==> config.mk <==
export PLATFORM = sky130hd
export DESIGN_NAME = fsps_sequencer
export DESIGN_NICKNAME = d
export VERILOG_FILES = /design/src/logic/fsps_pkg.sv /design/src/logic/fsps_sequencer.sv /design/src/logic/fsps_sync.sv /design/src/logic/fsps_unlock.sv
export SDC_FILE = /design/constraint.sdc
export NUM_CORES = 1
export LEC_CHECK = 0
export BUFFER_PORTS_ARGS = -buffer_cell sky130_fd_sc_hd__buf_2
export CAP_MARGIN = 5
export CORE_AREA = 2 2 124 126
export DETAILED_ROUTE_END_ITERATION = 8
export DIE_AREA = 0 0 126 128
export GPL_ROUTABILITY_DRIVEN = 0
export GPL_TIMING_DRIVEN = 1
export SLEW_MARGIN = 20
export SYNTH_ARGS = -nofsm -noshare
export SYNTH_HDL_FRONTEND = slang
export SYNTH_HIERARCHICAL = 1
export SYNTH_SLANG_ARGS = --single-unit
==> constraint.sdc <==
create_clock -name core_clk -period 5.15 [get_ports core_clk]
set_clock_uncertainty 0.1 [all_clocks]
set_input_delay 1.03 -clock core_clk [delete_from_list [all_inputs] [get_ports core_clk]]
set_output_delay 1.03 -clock core_clk [all_outputs]
set_load 0.1 [all_outputs]
==> src/logic/fsps_pkg.sv <==
// shared constants, register map and types of the flash self-program sequencer
package fsps_pkg;
    // flash geometry
    localparam int unsigned FLASH_BYTES = 16384;
    localparam int unsigned ADDR_W      = 14;
    localparam int unsigned PAGE_BITS   = 9;
    localparam int unsigned BOOT_STEP   = 512;
    localparam int unsigned BOOT_OPT_W  = 4;
    localparam int unsigned LL_W        = 6;
    localparam int unsigned LL_SHIFT    = 8;
    localparam logic [PAGE_BITS-1:0] PAGE_ZERO = 9'h000;

    // register byte offsets
    localparam logic [7:0] OFS_CTRL = 8'h00;
    localparam logic [7:0] OFS_MODE = 8'h04;
    localparam logic [7:0] OFS_ADRH = 8'h08;
    localparam logic [7:0] OFS_ADRL = 8'h0C;
    localparam logic [7:0] OFS_DATA = 8'h10;
    localparam logic [7:0] OFS_CMD  = 8'h14;
    localparam logic [7:0] OFS_LLIM = 8'h18;
    localparam logic [7:0] OFS_STAT = 8'h1C;

    // fields and reset values
    localparam int unsigned CTRL_EN_BIT = 7;
    localparam int unsigned MODE_W      = 3;
    localparam int unsigned ADRH_W      = 6;
    localparam int unsigned STAT_BUSY   = 0;
    localparam int unsigned STAT_REJ    = 1;
    localparam logic [7:0]  RST_BYTE    = 8'h00;
    localparam logic [7:0]  UNLOCK_FIRST  = 8'h46;
    localparam logic [7:0]  UNLOCK_SECOND = 8'hB9;
    localparam logic [1:0]  OPT_LOAD_CNT  = 2'h3;

    // bus answers
    localparam logic [1:0] RESP_OKAY   = 2'b00;
    localparam logic [1:0] RESP_DECERR = 2'b11;

    // operation codes of the select field
    typedef enum logic [2:0] {
        OP_STANDBY = 3'b000,
        OP_READ    = 3'b001,
        OP_PROGRAM = 3'b010,
        OP_ERASE   = 3'b011
    } fsps_op_type;

    // command toward the flash array
    typedef struct packed {
        fsps_op_type       op;
        logic [ADDR_W-1:0] addr;
        logic [7:0]        wdata;
    } fsps_flash_cmd_type;
endpackage

==> src/logic/fsps_sequencer.sv <==
// flash self-program sequencer: register file, access checks and flash control
`timescale 1ns/1ns
`default_nettype none
module fsps_sequencer #(
    parameter int unsigned AXI_AW = 8
) (
    // clock and reset
    input  wire logic                        core_clk,
    input  wire logic                        rst,
    // axi4-lite write address and data
    input  wire logic                        s_axi_awvalid,
    output logic                             s_axi_awready,
    input  wire logic [AXI_AW-1:0]           s_axi_awaddr,
    input  wire logic                        s_axi_wvalid,
    output logic                             s_axi_wready,
    input  wire logic [31:0]                 s_axi_wdata,
    input  wire logic [3:0]                  s_axi_wstrb,
    // axi4-lite write response
    output logic                             s_axi_bvalid,
    input  wire logic                        s_axi_bready,
    output logic [1:0]                       s_axi_bresp,
    // axi4-lite read
    input  wire logic                        s_axi_arvalid,
    output logic                             s_axi_arready,
    input  wire logic [AXI_AW-1:0]           s_axi_araddr,
    output logic                             s_axi_rvalid,
    input  wire logic                        s_axi_rready,
    output logic [31:0]                      s_axi_rdata,
    output logic [1:0]                       s_axi_rresp,
    // option straps, static pins
    input  wire logic [fsps_pkg::BOOT_OPT_W-1:0] boot_size_opt,
    input  wire logic [fsps_pkg::LL_W-1:0]       lower_limit_opt,
    // cpu side
    input  wire logic                        cpu_in_boot_region,
    output logic                             cpu_stall,
    // flash array side
    output logic                             flash_req,
    output fsps_pkg::fsps_flash_cmd_type     flash_cmd,
    input  wire logic                        flash_ack,
    input  wire logic [7:0]                  flash_rdata
);
    typedef enum logic [1:0] {
        ST_IDLE   = 2'b00,
        ST_PRE    = 2'b01,
        ST_ACCESS = 2'b10
    } fsps_state_type;

    localparam int unsigned TW = fsps_pkg::ADDR_W + 1;

    // bus state
    logic              aw_full_q, aw_full_d, w_full_q, w_full_d;
    logic [AXI_AW-1:0] aw_addr_q, aw_addr_d;
    logic [7:0]        w_byte_q, w_byte_d;
    logic              w_lane_q, w_lane_d;
    logic              bvalid_q, bvalid_d, rvalid_q, rvalid_d;
    logic [1:0]        bresp_q, bresp_d, rresp_q, rresp_d;
    logic [31:0]       rdata_q, rdata_d;
    // register and sequencer state
    logic [7:0]        ctrl_q, ctrl_d;
    logic [fsps_pkg::MODE_W-1:0] mode_q, mode_d;
    logic [fsps_pkg::ADRH_W-1:0] adrh_q, adrh_d;
    logic [7:0]        adrl_q, adrl_d, data_q, data_d;
    logic [fsps_pkg::LL_W-1:0] llim_q, llim_d;
    logic              rej_q, rej_d, req_q, req_d;
    logic [1:0]        load_cnt_q, load_cnt_d;
    fsps_state_type    state_q, state_d;
    fsps_pkg::fsps_flash_cmd_type cmd_q, cmd_d;
    // combinational helpers
    logic              wr_go, rd_go, cmd_wr, fire, accept, mapped_w, mapped_r;
    logic [fsps_pkg::BOOT_OPT_W-1:0] boot_opt;
    logic [fsps_pkg::LL_W-1:0]       ll_opt;
    logic [fsps_pkg::ADDR_W-1:0]     target;
    logic [TW-1:0]     boot_start, lower_bound;
    fsps_pkg::fsps_op_type sel_op;

    // straps are pins, so they are synchronised first
    fsps_sync #(.W(fsps_pkg::BOOT_OPT_W)) u_sync_boot (
        .core_clk (core_clk),
        .rst      (rst),
        .d        (boot_size_opt),
        .q        (boot_opt)
    );
    fsps_sync #(.W(fsps_pkg::LL_W)) u_sync_ll (
        .core_clk (core_clk),
        .rst      (rst),
        .d        (lower_limit_opt),
        .q        (ll_opt)
    );

    // bus handshakes; one write and one read in flight at most
    assign s_axi_awready = !aw_full_q && !bvalid_q;
    assign s_axi_wready  = !w_full_q && !bvalid_q;
    assign s_axi_arready = !rvalid_q;
    assign s_axi_bvalid  = bvalid_q;
    assign s_axi_bresp   = bresp_q;
    assign s_axi_rvalid  = rvalid_q;
    assign s_axi_rdata   = rdata_q;
    assign s_axi_rresp   = rresp_q;
    assign wr_go = aw_full_q && w_full_q && !bvalid_q;
    assign rd_go = s_axi_arvalid && !rvalid_q;

    // address decode, shared by both directions
    function automatic logic is_mapped(input logic [AXI_AW-1:0] a);
        logic [7:0] o;
        o = a[7:0];
        is_mapped = (o == fsps_pkg::OFS_CTRL) || (o == fsps_pkg::OFS_MODE) ||
                    (o == fsps_pkg::OFS_ADRH) || (o == fsps_pkg::OFS_ADRL) ||
                    (o == fsps_pkg::OFS_DATA) || (o == fsps_pkg::OFS_CMD)  ||
                    (o == fsps_pkg::OFS_LLIM) || (o == fsps_pkg::OFS_STAT);
    endfunction
    assign mapped_w = is_mapped(aw_addr_q);
    assign mapped_r = is_mapped(s_axi_araddr);

    // bus channel next state and read mux
    always_comb begin
        aw_full_d = aw_full_q;
        aw_addr_d = aw_addr_q;
        w_full_d  = w_full_q;
        w_byte_d  = w_byte_q;
        w_lane_d  = w_lane_q;
        bvalid_d  = bvalid_q;
        bresp_d   = bresp_q;
        rvalid_d  = rvalid_q;
        rresp_d   = rresp_q;
        rdata_d   = rdata_q;
        if (s_axi_awvalid && s_axi_awready) begin
            aw_full_d = 1'b1;
            aw_addr_d = s_axi_awaddr;
        end
        if (s_axi_wvalid && s_axi_wready) begin
            w_full_d = 1'b1;
            w_byte_d = s_axi_wdata[7:0];
            w_lane_d = s_axi_wstrb[0];
        end
        if (wr_go) begin
            aw_full_d = 1'b0;
            w_full_d  = 1'b0;
            bvalid_d  = 1'b1;
            bresp_d   = mapped_w ? fsps_pkg::RESP_OKAY : fsps_pkg::RESP_DECERR;
        end
        if (bvalid_q && s_axi_bready) bvalid_d = 1'b0;
        if (rvalid_q && s_axi_rready) rvalid_d = 1'b0;
        if (rd_go) begin
            rvalid_d = 1'b1;
            rresp_d  = mapped_r ? fsps_pkg::RESP_OKAY : fsps_pkg::RESP_DECERR;
            rdata_d  = 32'h0000_0000;
            unique case (s_axi_araddr[7:0])
                fsps_pkg::OFS_CTRL: rdata_d[7:0] = ctrl_q;
                fsps_pkg::OFS_MODE: rdata_d[fsps_pkg::MODE_W-1:0] = mode_q;
                fsps_pkg::OFS_ADRH: rdata_d[fsps_pkg::ADRH_W-1:0] = adrh_q;
                fsps_pkg::OFS_ADRL: rdata_d[7:0] = adrl_q;
                fsps_pkg::OFS_DATA: rdata_d[7:0] = data_q;
                fsps_pkg::OFS_LLIM: rdata_d[fsps_pkg::LL_W-1:0] = llim_q;
                fsps_pkg::OFS_STAT: begin
                    rdata_d[fsps_pkg::STAT_BUSY] = (state_q != ST_IDLE);
                    rdata_d[fsps_pkg::STAT_REJ]  = rej_q;
                end
                default: rdata_d = 32'h0000_0000; // command register reads zero
            endcase
        end
    end

    always_ff @(posedge core_clk) begin
        if (rst) begin
            aw_full_q <= 1'b0;
            aw_addr_q <= '0;
            w_full_q  <= 1'b0;
            w_byte_q  <= fsps_pkg::RST_BYTE;
            w_lane_q  <= 1'b0;
            bvalid_q  <= 1'b0;
            bresp_q   <= fsps_pkg::RESP_OKAY;
            rvalid_q  <= 1'b0;
            rresp_q   <= fsps_pkg::RESP_OKAY;
            rdata_q   <= 32'h0000_0000;
        end else begin
            aw_full_q <= aw_full_d;
            aw_addr_q <= aw_addr_d;
            w_full_q  <= w_full_d;
            w_byte_q  <= w_byte_d;
            w_lane_q  <= w_lane_d;
            bvalid_q  <= bvalid_d;
            bresp_q   <= bresp_d;
            rvalid_q  <= rvalid_d;
            rresp_q   <= rresp_d;
            rdata_q   <= rdata_d;
        end
    end

    // unlock writes count only while idle, so a stalled cpu cannot queue one
    assign cmd_wr = wr_go && w_lane_q && (aw_addr_q[7:0] == fsps_pkg::OFS_CMD) &&
                    (state_q == ST_IDLE);
    fsps_unlock u_unlock (
        .core_clk (core_clk),
        .rst      (rst),
        .wr_en    (cmd_wr),
        .wr_byte  (w_byte_q),
        .fire     (fire)
    );

    // region limits in one shared array
    assign target      = {adrh_q, adrl_q};
    assign boot_start  = TW'(fsps_pkg::FLASH_BYTES) -
                         TW'(boot_opt * fsps_pkg::BOOT_STEP);
    assign lower_bound = TW'({llim_q, 8'h00});
    assign sel_op      = fsps_pkg::fsps_op_type'(mode_q);

    // a trigger is legal only inside the region this code may touch
    always_comb begin
        accept = 1'b0;
        if (ctrl_q[fsps_pkg::CTRL_EN_BIT] && (TW'(target) < boot_start)) begin
            unique case (sel_op)
                fsps_pkg::OP_READ:    accept = 1'b1;
                fsps_pkg::OP_PROGRAM,
                fsps_pkg::OP_ERASE:   accept = cpu_in_boot_region ||
                                               (TW'(target) >= lower_bound);
                default:              accept = 1'b0; // standby and unused codes
            endcase
        end
    end

    // registers and operation sequencing
    always_comb begin
        ctrl_d     = ctrl_q;
        mode_d     = mode_q;
        adrh_d     = adrh_q;
        adrl_d     = adrl_q;
        data_d     = data_q;
        llim_d     = llim_q;
        rej_d      = rej_q;
        req_d      = req_q;
        cmd_d      = cmd_q;
        state_d    = state_q;
        load_cnt_d = load_cnt_q;
        // strap load waits for the synchroniser to fill
        if (load_cnt_q != fsps_pkg::OPT_LOAD_CNT) begin
            load_cnt_d = load_cnt_q + 2'h1;
            if (load_cnt_d == fsps_pkg::OPT_LOAD_CNT) llim_d = ll_opt;
        end
        if (wr_go && w_lane_q && (state_q == ST_IDLE)) begin
            unique case (aw_addr_q[7:0])
                fsps_pkg::OFS_CTRL: ctrl_d = w_byte_q;
                fsps_pkg::OFS_MODE: mode_d = w_byte_q[fsps_pkg::MODE_W-1:0];
                fsps_pkg::OFS_ADRH: adrh_d = w_byte_q[fsps_pkg::ADRH_W-1:0];
                fsps_pkg::OFS_ADRL: adrl_d = w_byte_q;
                fsps_pkg::OFS_DATA: data_d = w_byte_q;
                fsps_pkg::OFS_LLIM: llim_d = w_byte_q[fsps_pkg::LL_W-1:0];
                default: ;
            endcase
        end
        unique case (state_q)
            ST_IDLE: begin
                if (fire && accept) begin
                    rej_d     = 1'b0;
                    req_d     = 1'b1;
                    cmd_d.op  = sel_op;
                    cmd_d.addr  = target;
                    cmd_d.wdata = data_q;
                    state_d   = ST_ACCESS;
                    if (sel_op == fsps_pkg::OP_PROGRAM) begin
                        cmd_d.op = fsps_pkg::OP_READ;
                        state_d  = ST_PRE;
                    end
                    if (sel_op == fsps_pkg::OP_ERASE) begin
                        cmd_d.addr = {target[fsps_pkg::ADDR_W-1:fsps_pkg::PAGE_BITS],
                                      fsps_pkg::PAGE_ZERO};
                    end
                end else if (fire) begin
                    rej_d = 1'b1;
                end
            end
            ST_PRE: begin
                // old contents first, so the program can only clear bits
                if (flash_ack) begin
                    cmd_d.op    = fsps_pkg::OP_PROGRAM;
                    cmd_d.wdata = data_q & flash_rdata;
                    state_d     = ST_ACCESS;
                end
            end
            ST_ACCESS: begin
                if (flash_ack) begin
                    req_d   = 1'b0;
                    state_d = ST_IDLE;
                    if (cmd_q.op == fsps_pkg::OP_READ) data_d = flash_rdata;
                end
            end
            default: begin
                req_d   = 1'b0;
                state_d = ST_IDLE;
            end
        endcase
    end

    always_ff @(posedge core_clk) begin
        if (rst) begin
            ctrl_q     <= fsps_pkg::RST_BYTE;
            mode_q     <= '0;
            adrh_q     <= '0;
            adrl_q     <= fsps_pkg::RST_BYTE;
            data_q     <= fsps_pkg::RST_BYTE;
            llim_q     <= '0;
            rej_q      <= 1'b0;
            req_q      <= 1'b0;
            cmd_q      <= '0;
            state_q    <= ST_IDLE;
            load_cnt_q <= 2'h0;
        end else begin
            ctrl_q     <= ctrl_d;
            mode_q     <= mode_d;
            adrh_q     <= adrh_d;
            adrl_q     <= adrl_d;
            data_q     <= data_d;
            llim_q     <= llim_d;
            rej_q      <= rej_d;
            req_q      <= req_d;
            cmd_q      <= cmd_d;
            state_q    <= state_d;
            load_cnt_q <= load_cnt_d;
        end
    end

    // stall drops the cycle after the last ack, so held interrupts are served right after
    assign cpu_stall = (state_q != ST_IDLE) || fire;
    assign flash_req = req_q;
    assign flash_cmd = cmd_q;
endmodule
`default_nettype wire

==> src/logic/fsps_sync.sv <==
// two-flop synchroniser for static option straps
`timescale 1ns/1ns
`default_nettype none
module fsps_sync #(
    parameter int unsigned W = 1
) (
    // clock and reset
    input  wire logic         core_clk,
    input  wire logic         rst,
    // level in and out
    input  wire logic [W-1:0] d,
    output logic      [W-1:0] q
);
    logic [W-1:0] meta_q;
    logic [W-1:0] meta_d;
    logic [W-1:0] sync_q;
    logic [W-1:0] sync_d;

    // first stage feeds only the second stage
    always_comb begin
        meta_d = d;
        sync_d = meta_q;
    end

    always_ff @(posedge core_clk) begin
        if (rst) begin
            meta_q <= '0;
            sync_q <= '0;
        end else begin
            meta_q <= meta_d;
            sync_q <= sync_d;
        end
    end

    assign q = sync_q;
endmodule
`default_nettype wire

==> src/logic/fsps_unlock.sv <==
// two-byte unlock detector on the trigger command register
`timescale 1ns/1ns
`default_nettype none
module fsps_unlock (
    // clock and reset
    input  wire logic       core_clk,
    input  wire logic       rst,
    // command register writes
    input  wire logic       wr_en,
    input  wire logic [7:0] wr_byte,
    // one-cycle start pulse
    output logic            fire
);
    typedef enum logic [0:0] {
        UL_WAIT_FIRST  = 1'b0,
        UL_WAIT_SECOND = 1'b1
    } fsps_ul_state_type;

    fsps_ul_state_type state_q;
    fsps_ul_state_type state_d;

    // a wrong byte drops back; a repeated first byte re-arms
    always_comb begin
        state_d = state_q;
        fire    = 1'b0;
        if (wr_en) begin
            unique case (state_q)
                UL_WAIT_FIRST: begin
                    if (wr_byte == fsps_pkg::UNLOCK_FIRST) state_d = UL_WAIT_SECOND;
                end
                UL_WAIT_SECOND: begin
                    if (wr_byte == fsps_pkg::UNLOCK_SECOND) begin
                        fire    = 1'b1;
                        state_d = UL_WAIT_FIRST;
                    end else if (wr_byte == fsps_pkg::UNLOCK_FIRST) begin
                        state_d = UL_WAIT_SECOND;
                    end else begin
                        state_d = UL_WAIT_FIRST;
                    end
                end
            endcase
        end
    end

    always_ff @(posedge core_clk) begin
        if (rst) begin
            state_q <= UL_WAIT_FIRST;
        end else begin
            state_q <= state_d;
        end
    end
endmodule
`default_nettype wire

# Word-level counts from Yosys, hierarchy flattened
# Cells that the tools add are included.
totals:
  ff_bits: 124
  out_inout_bits: 68
  word_cells: 158
op_classes:
  n_addsub: 2
  magnitude_cmp: 2
  n_eq_ne: 27
  n_mux: 42
  n_bitwise: 3
  n_reduce_logical: 54
op_table:
  columns: ["operator", "n"]
  rows:
  - ["== test 8 x 5 -> 1 bit (second input constant)", 8]
  - ["2-to-1 mux 8 bit", 6]
  - ["== test 8 x 4 -> 1 bit (second input constant)", 4]
  - ["2-to-1 mux 25 bit", 1]
  - ["2-to-1 mux 6 bit", 4]
  - ["== test 8 x 3 -> 1 bit (second input constant)", 2]
  - ["logical NOT 8 bit", 2]
  - ["logical OR 1 bit", 16]
  - ["case mux 8 bit (2 select lines)", 1]
  - ["logical AND 1 bit", 15]
  - ["less-than comparator 14 x 15 -> 1 bit", 1]
  - ["case mux 3 bit (5 select lines)", 1]
  - ["subtractor 15 x 13 -> 15 bit (first input constant)", 1]
  - ["greater-or-equal comparator 14 bit", 1]
  - ["case mux 2 bit (7 select lines)", 1]
  - ["2-to-1 mux 1 bit", 12]
  - ["2-to-1 mux 2 bit", 6]
  - ["case mux 2 bit (3 select lines)", 2]
  - ["AND reduction 2 bit", 6]
  - ["2-to-1 mux 9 bit", 1]
  - ["AND reduction 3 bit", 3]
  - ["AND 8 bit", 1]
  - ["== test 8 x 7 -> 1 bit (second input constant)", 1]
  - ["== test 8 bit (second input constant)", 1]
  - ["other kinds (17)", 33]

# Longest topological paths before layout
depth:
  word_depth: 9
  ltp_mapped: 13
  depth_no_buf: 10

# Hierarchy
# The synthesis kept the hierarchy.
by_module_without_submodules:
  columns: ["mod", "instances", "cells_each", "area_each_um2", "seq_area_each_um2"]
  rows:
  - ["fsps_sequencer", 1, 597, 5111.2, 2021.9]
  - ["fsps_sync (u_sync_ll)", 1, 25, 366.6, 240.2]
  - ["fsps_sync (u_sync_boot)", 1, 16, 210.2, 160.2]
  - ["fsps_unlock", 1, 9, 101.3, 20.0]

# Least setup slack after synthesis
# Ideal clock, no wire load.
synth_timing:
  path_type: "reg-to-output"
  startpoint: "register bvalid_q, in the netlist s_axi_bvalid"
  endpoint: "output port cpu_stall"
  arrival_ns: 2.806
  t_required_ns: 4.020
  setup_slack_ns: 1.214
  path_stages_with_launch: 7
  n_path_buf: 0
  cell_sequence: "dfxtp_1 nand3b_1 nor4_1 and4b_1 nand4b_1 nor4b_2 or3_1"
synth_via:
  elab_chain_len: 7
synth_lines:
  columns: ["element", "line_no", "text"]
  rows:
  - ["from (decl)", "fsps_sequencer.sv:55", "logic bvalid_q, bvalid_d, rvalid_q, rvalid_d;"]
  - ["from (signal assigned)", "fsps_sequencer.sv:181", "bvalid_q <= bvalid_d;"]
  - ["logical NOT 1 bit", "fsps_sequencer.sv:99", "assign wr_go = aw_full_q && w_full_q && !bvalid_q;"]
  - ["logical AND 1 bit", "fsps_sequencer.sv:99", null]
  - ["logical AND 1 bit (3 in a row)", "fsps_sequencer.sv:190", "assign cmd_wr = wr_go && w_lane_q && (aw_addr_q[7:0] == fsps_pkg::OFS_CMD) &&"]
  - ["via cmd_wr", "fsps_sequencer.sv:69", "logic wr_go, rd_go, cmd_wr, fire, accept, mapped_w, mapped_r;"]
  - ["2-to-1 mux 1 bit", "fsps_unlock.sv:26", "if (wr_en) begin"]
  - ["via fire", "fsps_sequencer.sv:69", null]
  - ["logical OR 1 bit", "fsps_sequencer.sv:322", "assign cpu_stall = (state_q != ST_IDLE) || fire;"]
  - ["to (decl)", "fsps_sequencer.sv:35", "output logic cpu_stall,"]
# The timed path passes the listed nets, and every way through them passes these cells.

# Final worst setup path
layout_timing:
  startpoint: "register aw_addr_q[1]"
  endpoint: "register cmd_q (netlist bit flash_cmd[4])"
layout_via:
  elab_chain_len: 7
layout_lines:
  columns: ["element", "line_no", "text"]
  rows:
  - ["from (decl)", "fsps_sequencer.sv:52", "logic [AXI_AW-1:0] aw_addr_q, aw_addr_d;"]
  - ["from (signal assigned)", "fsps_sequencer.sv:177", "aw_addr_q <= aw_addr_d;"]
  - ["== test 8 x 5 -> 1 bit", "fsps_sequencer.sv:190", null]
  - ["logical AND 1 bit (2 in a row)", "fsps_sequencer.sv:190", null]
  - ["via cmd_wr", "fsps_sequencer.sv:69", null]
  - ["2-to-1 mux 1 bit", "fsps_unlock.sv:26", null]
  - ["via fire", "fsps_sequencer.sv:69", null]
  - ["logical AND 1 bit", "fsps_sequencer.sv:252", "if (fire && accept) begin"]
  - ["inequality test 2 x 1 -> 1 bit (no source line)", null, null]
  - ["AND reduction 3 bit (no source line)", null, null]
  - ["to (signal assigned)", "fsps_sequencer.sv:315", "cmd_q <= cmd_d;"]
  - ["to (decl)", "fsps_sequencer.sv:67", "fsps_pkg::fsps_flash_cmd_type cmd_q, cmd_d;"]
# The timed path passes the listed nets, and every way through them passes these cells.
# A chain may end at the register's enable or synchronous reset.

==> flow_summary.toml <==
[min_path]
worstHoldPathType = "register to register"
min-delay-start = "u_sync_boot/meta_q[0]"

[layout]
fillers = 1457
antenna_cells = 0
final_cell_mix = "dfxtp_1 (122), buf_2 (94), nand2_1 (71)"
final_common_cell = "dfxtp_1"
syn2layout_area_growth_pct = 19.3
drive_gt1_frac = 0.213
fin_nets = 816
design_area_mm2 = 0.00691
final_cells = 925

[timing]
fin_tns_setup_ps = 0
drv_slew = 0
min_period_ps = 4630
setup_viol = 0
hold_viol_final = 0
worst_slew_pin_slew_ps = 959
rsz0062_at_grt = "false"
fin_crit_sh = 0.900
hold_ws_ps = 333
slew_headroom = 0.355
clock.fmax_mhz = 216

[outcome]
status = "finished, final reports clean"

[power]
ir_drop_v = 0.000212
powerDensity_mw_per_mm2 = 366
power.leakage_nw = 2.83

[critical_path]
cp_common_cell = "nor4_1"
path_buf_inv = 0
startpoint_type = "register"
arrival_ps = 4790
worst_path_max_delay_cell = "nor2_1"
critPathTopFamily = "simple AND/OR/NAND/NOR gates"
required_ps = 5300
worstPathCellList = "or4_1 -> nor4_1 -> and4b_1 -> nand4b_1 -> nor4b_2 -> or3b_1 -> nor4_1 -> o21ai_0 -> nor2_1 -> o311ai_0"
cp_slowest_stage_delay_ps = 580
end_kind = "register"
crit_type = "register to register"
r2r-start = "aw_addr_q[1]"
crit_path_max_fanout = 11
crit_start = "aw_addr_q[1]"

[floorplanning]
fp-row-count = 45
io_pins = 147
die_y_um = 128
die_area_mm2 = 0.0161
coreArea_mm2 = 0.0149
die_x_um = 126
start_util = 0.389

[synth]
synth-simple-area-share = 0.237
ys_ff_latch = 122
async_flop_share = 0
ys_top_cells_by_area = "dfxtp_1 (42%), mux2i_1 (8.5%), nand2_1 (4.6%)"
synthXorXnorAreaFrac = 0.00303
yosysWarnings = 6
muxShareOfSynthArea = 0.104
synth-compound-area-share = 0.134
ys_seq_area_frac = 0.422
synth_cell_types = 62
synthCells = 647
synth_edf_count = 0
syn_avg_cell_area_um2 = 8.95
synth_adder_area_share = 0.0281
yosysTopAreaCell = "dfxtp_1"
synth_top_family_by_area = "simple AND/OR/NAND/NOR gates"
synth_top_area_frac = 0.422
synth_flop_cell = "dfxtp_1"
syn-cell-area_mm2 = 0.00579

[run]
maxCapViolCount = 0

[clock_tree]
clk_pin_slew_ps = 50
postCtsHoldBufs = 0
cts_buffers = 17
htreeDepth = 4
cts_sinks = 122
cts_root_buffer = "clkbuf_16"
clk_latency_ps = 420
cts_tree = "yes"
cts-resized-gates = 0
cts_buffer_depth = 2
post_cts_buffers = 0

[routing]
drt_iter0_markers = 328
dr.pass1.iters = 4
drt_wl_total_um = 14200
drc_errors = 0
routedWlPerCell_um = 15.3
vias = 4779
detail-route-antenna-nets = 0
viasPerCell = 5.17

[placed_design]
port_buffers = 95
placed_cell_area_mm2 = 0.00626
placed_cells = 893
hpwlAfterDp_um = 10200

[global_routing]
grtUsageTotal = 0.180
grt_antenna_before_repair = 0
grt_pass1_vias = 4610
grt_max_degree = 71
grt_overflow = 0
grt_pass1_wl_um = 23100
==> Yosys cell counts (9+ instances only) <==
master	instances
a211oi_1	19
a21oi_1	35
buf_4	27
clkbuf_1	28
dfxtp_1	122
ha_1	13
inv_1	17
mux2i_1	49
nand2_1	71
nand3_1	17
nand4_1	9
nor2_1	66
nor2b_1	24
nor3_1	14
o21ai_0	21
==> area by class of cell <==
cell class | instances | area [µm²] | share of cell area
clock inverter | 5 | 103 | 0.0149
timing repair buffer | 97 | 493 | 0.0714
inverter | 18 | 67.6 | 0.00978
multi-input combinational | 468 | 3020 | 0.438
sequential | 122 | 2440 | 0.354
clock buffer | 27 | 543 | 0.0786
tap | 188 | 235 | 0.0341
==> sequential cells by signal, summed over array words and instances, names as in the netlist, 8 cells and up <==
register     flops
adrl_q           8
aw_addr_q        8
ctrl_q           8
data_q           8
flash_cmd       25
s_axi_rdata      8
w_byte_q         8
==> power breakdown <==
part	switching (W)	total [W]	internal, W
combinational	0.000199	0.000257	0.0000584
clock	0.000408	0.00127	0.000863
sequential	0.0000292	0.000999	0.000970
total	0.000635	0.00253	0.00189
==> metrics by stage <==
step	util	total power (W)	setup slack [ps]
floorplan	-	0.00124	1210
global placement	0.421	0.00127	655
detailed placement	0.421	0.00128	555
CTS	0.465	0.00255	537
global route	0.465	0.00261	114
finish	0.465	0.00253	516
==> per-layer routing <==
metal  share of wire  global-route usage
met1            0.47               0.236
met2            0.45               0.287
met3           0.067              0.0497
met4           0.014              0.0588
met5               0                   0
==> logic make-up after synthesis <==
| logic type | count (synthesis) |
|---|---|
| AO/OA/AOI/OAI | 118 |
| XOR/XNOR | 2 |
| adder cells (fa/ha/maj) | 13 |
| buffers and inverters | 80 |
| flip-flops | 122 |
| multiplexers | 57 |
| other | 1 |
| AND/OR/NAND/NOR | 254 |
==> worst paths after layout <==
kind	to	slack [ps]	cells after the start
setup / recovery	flash_cmd[4]	520	10
hold / removal	u_sync_boot/q[0]	330	1
setup reg to reg	flash_cmd[4]	520	10
hold reg to reg	u_sync_boot/q[0]	330	1
Power figures use the tool's default switching activity.
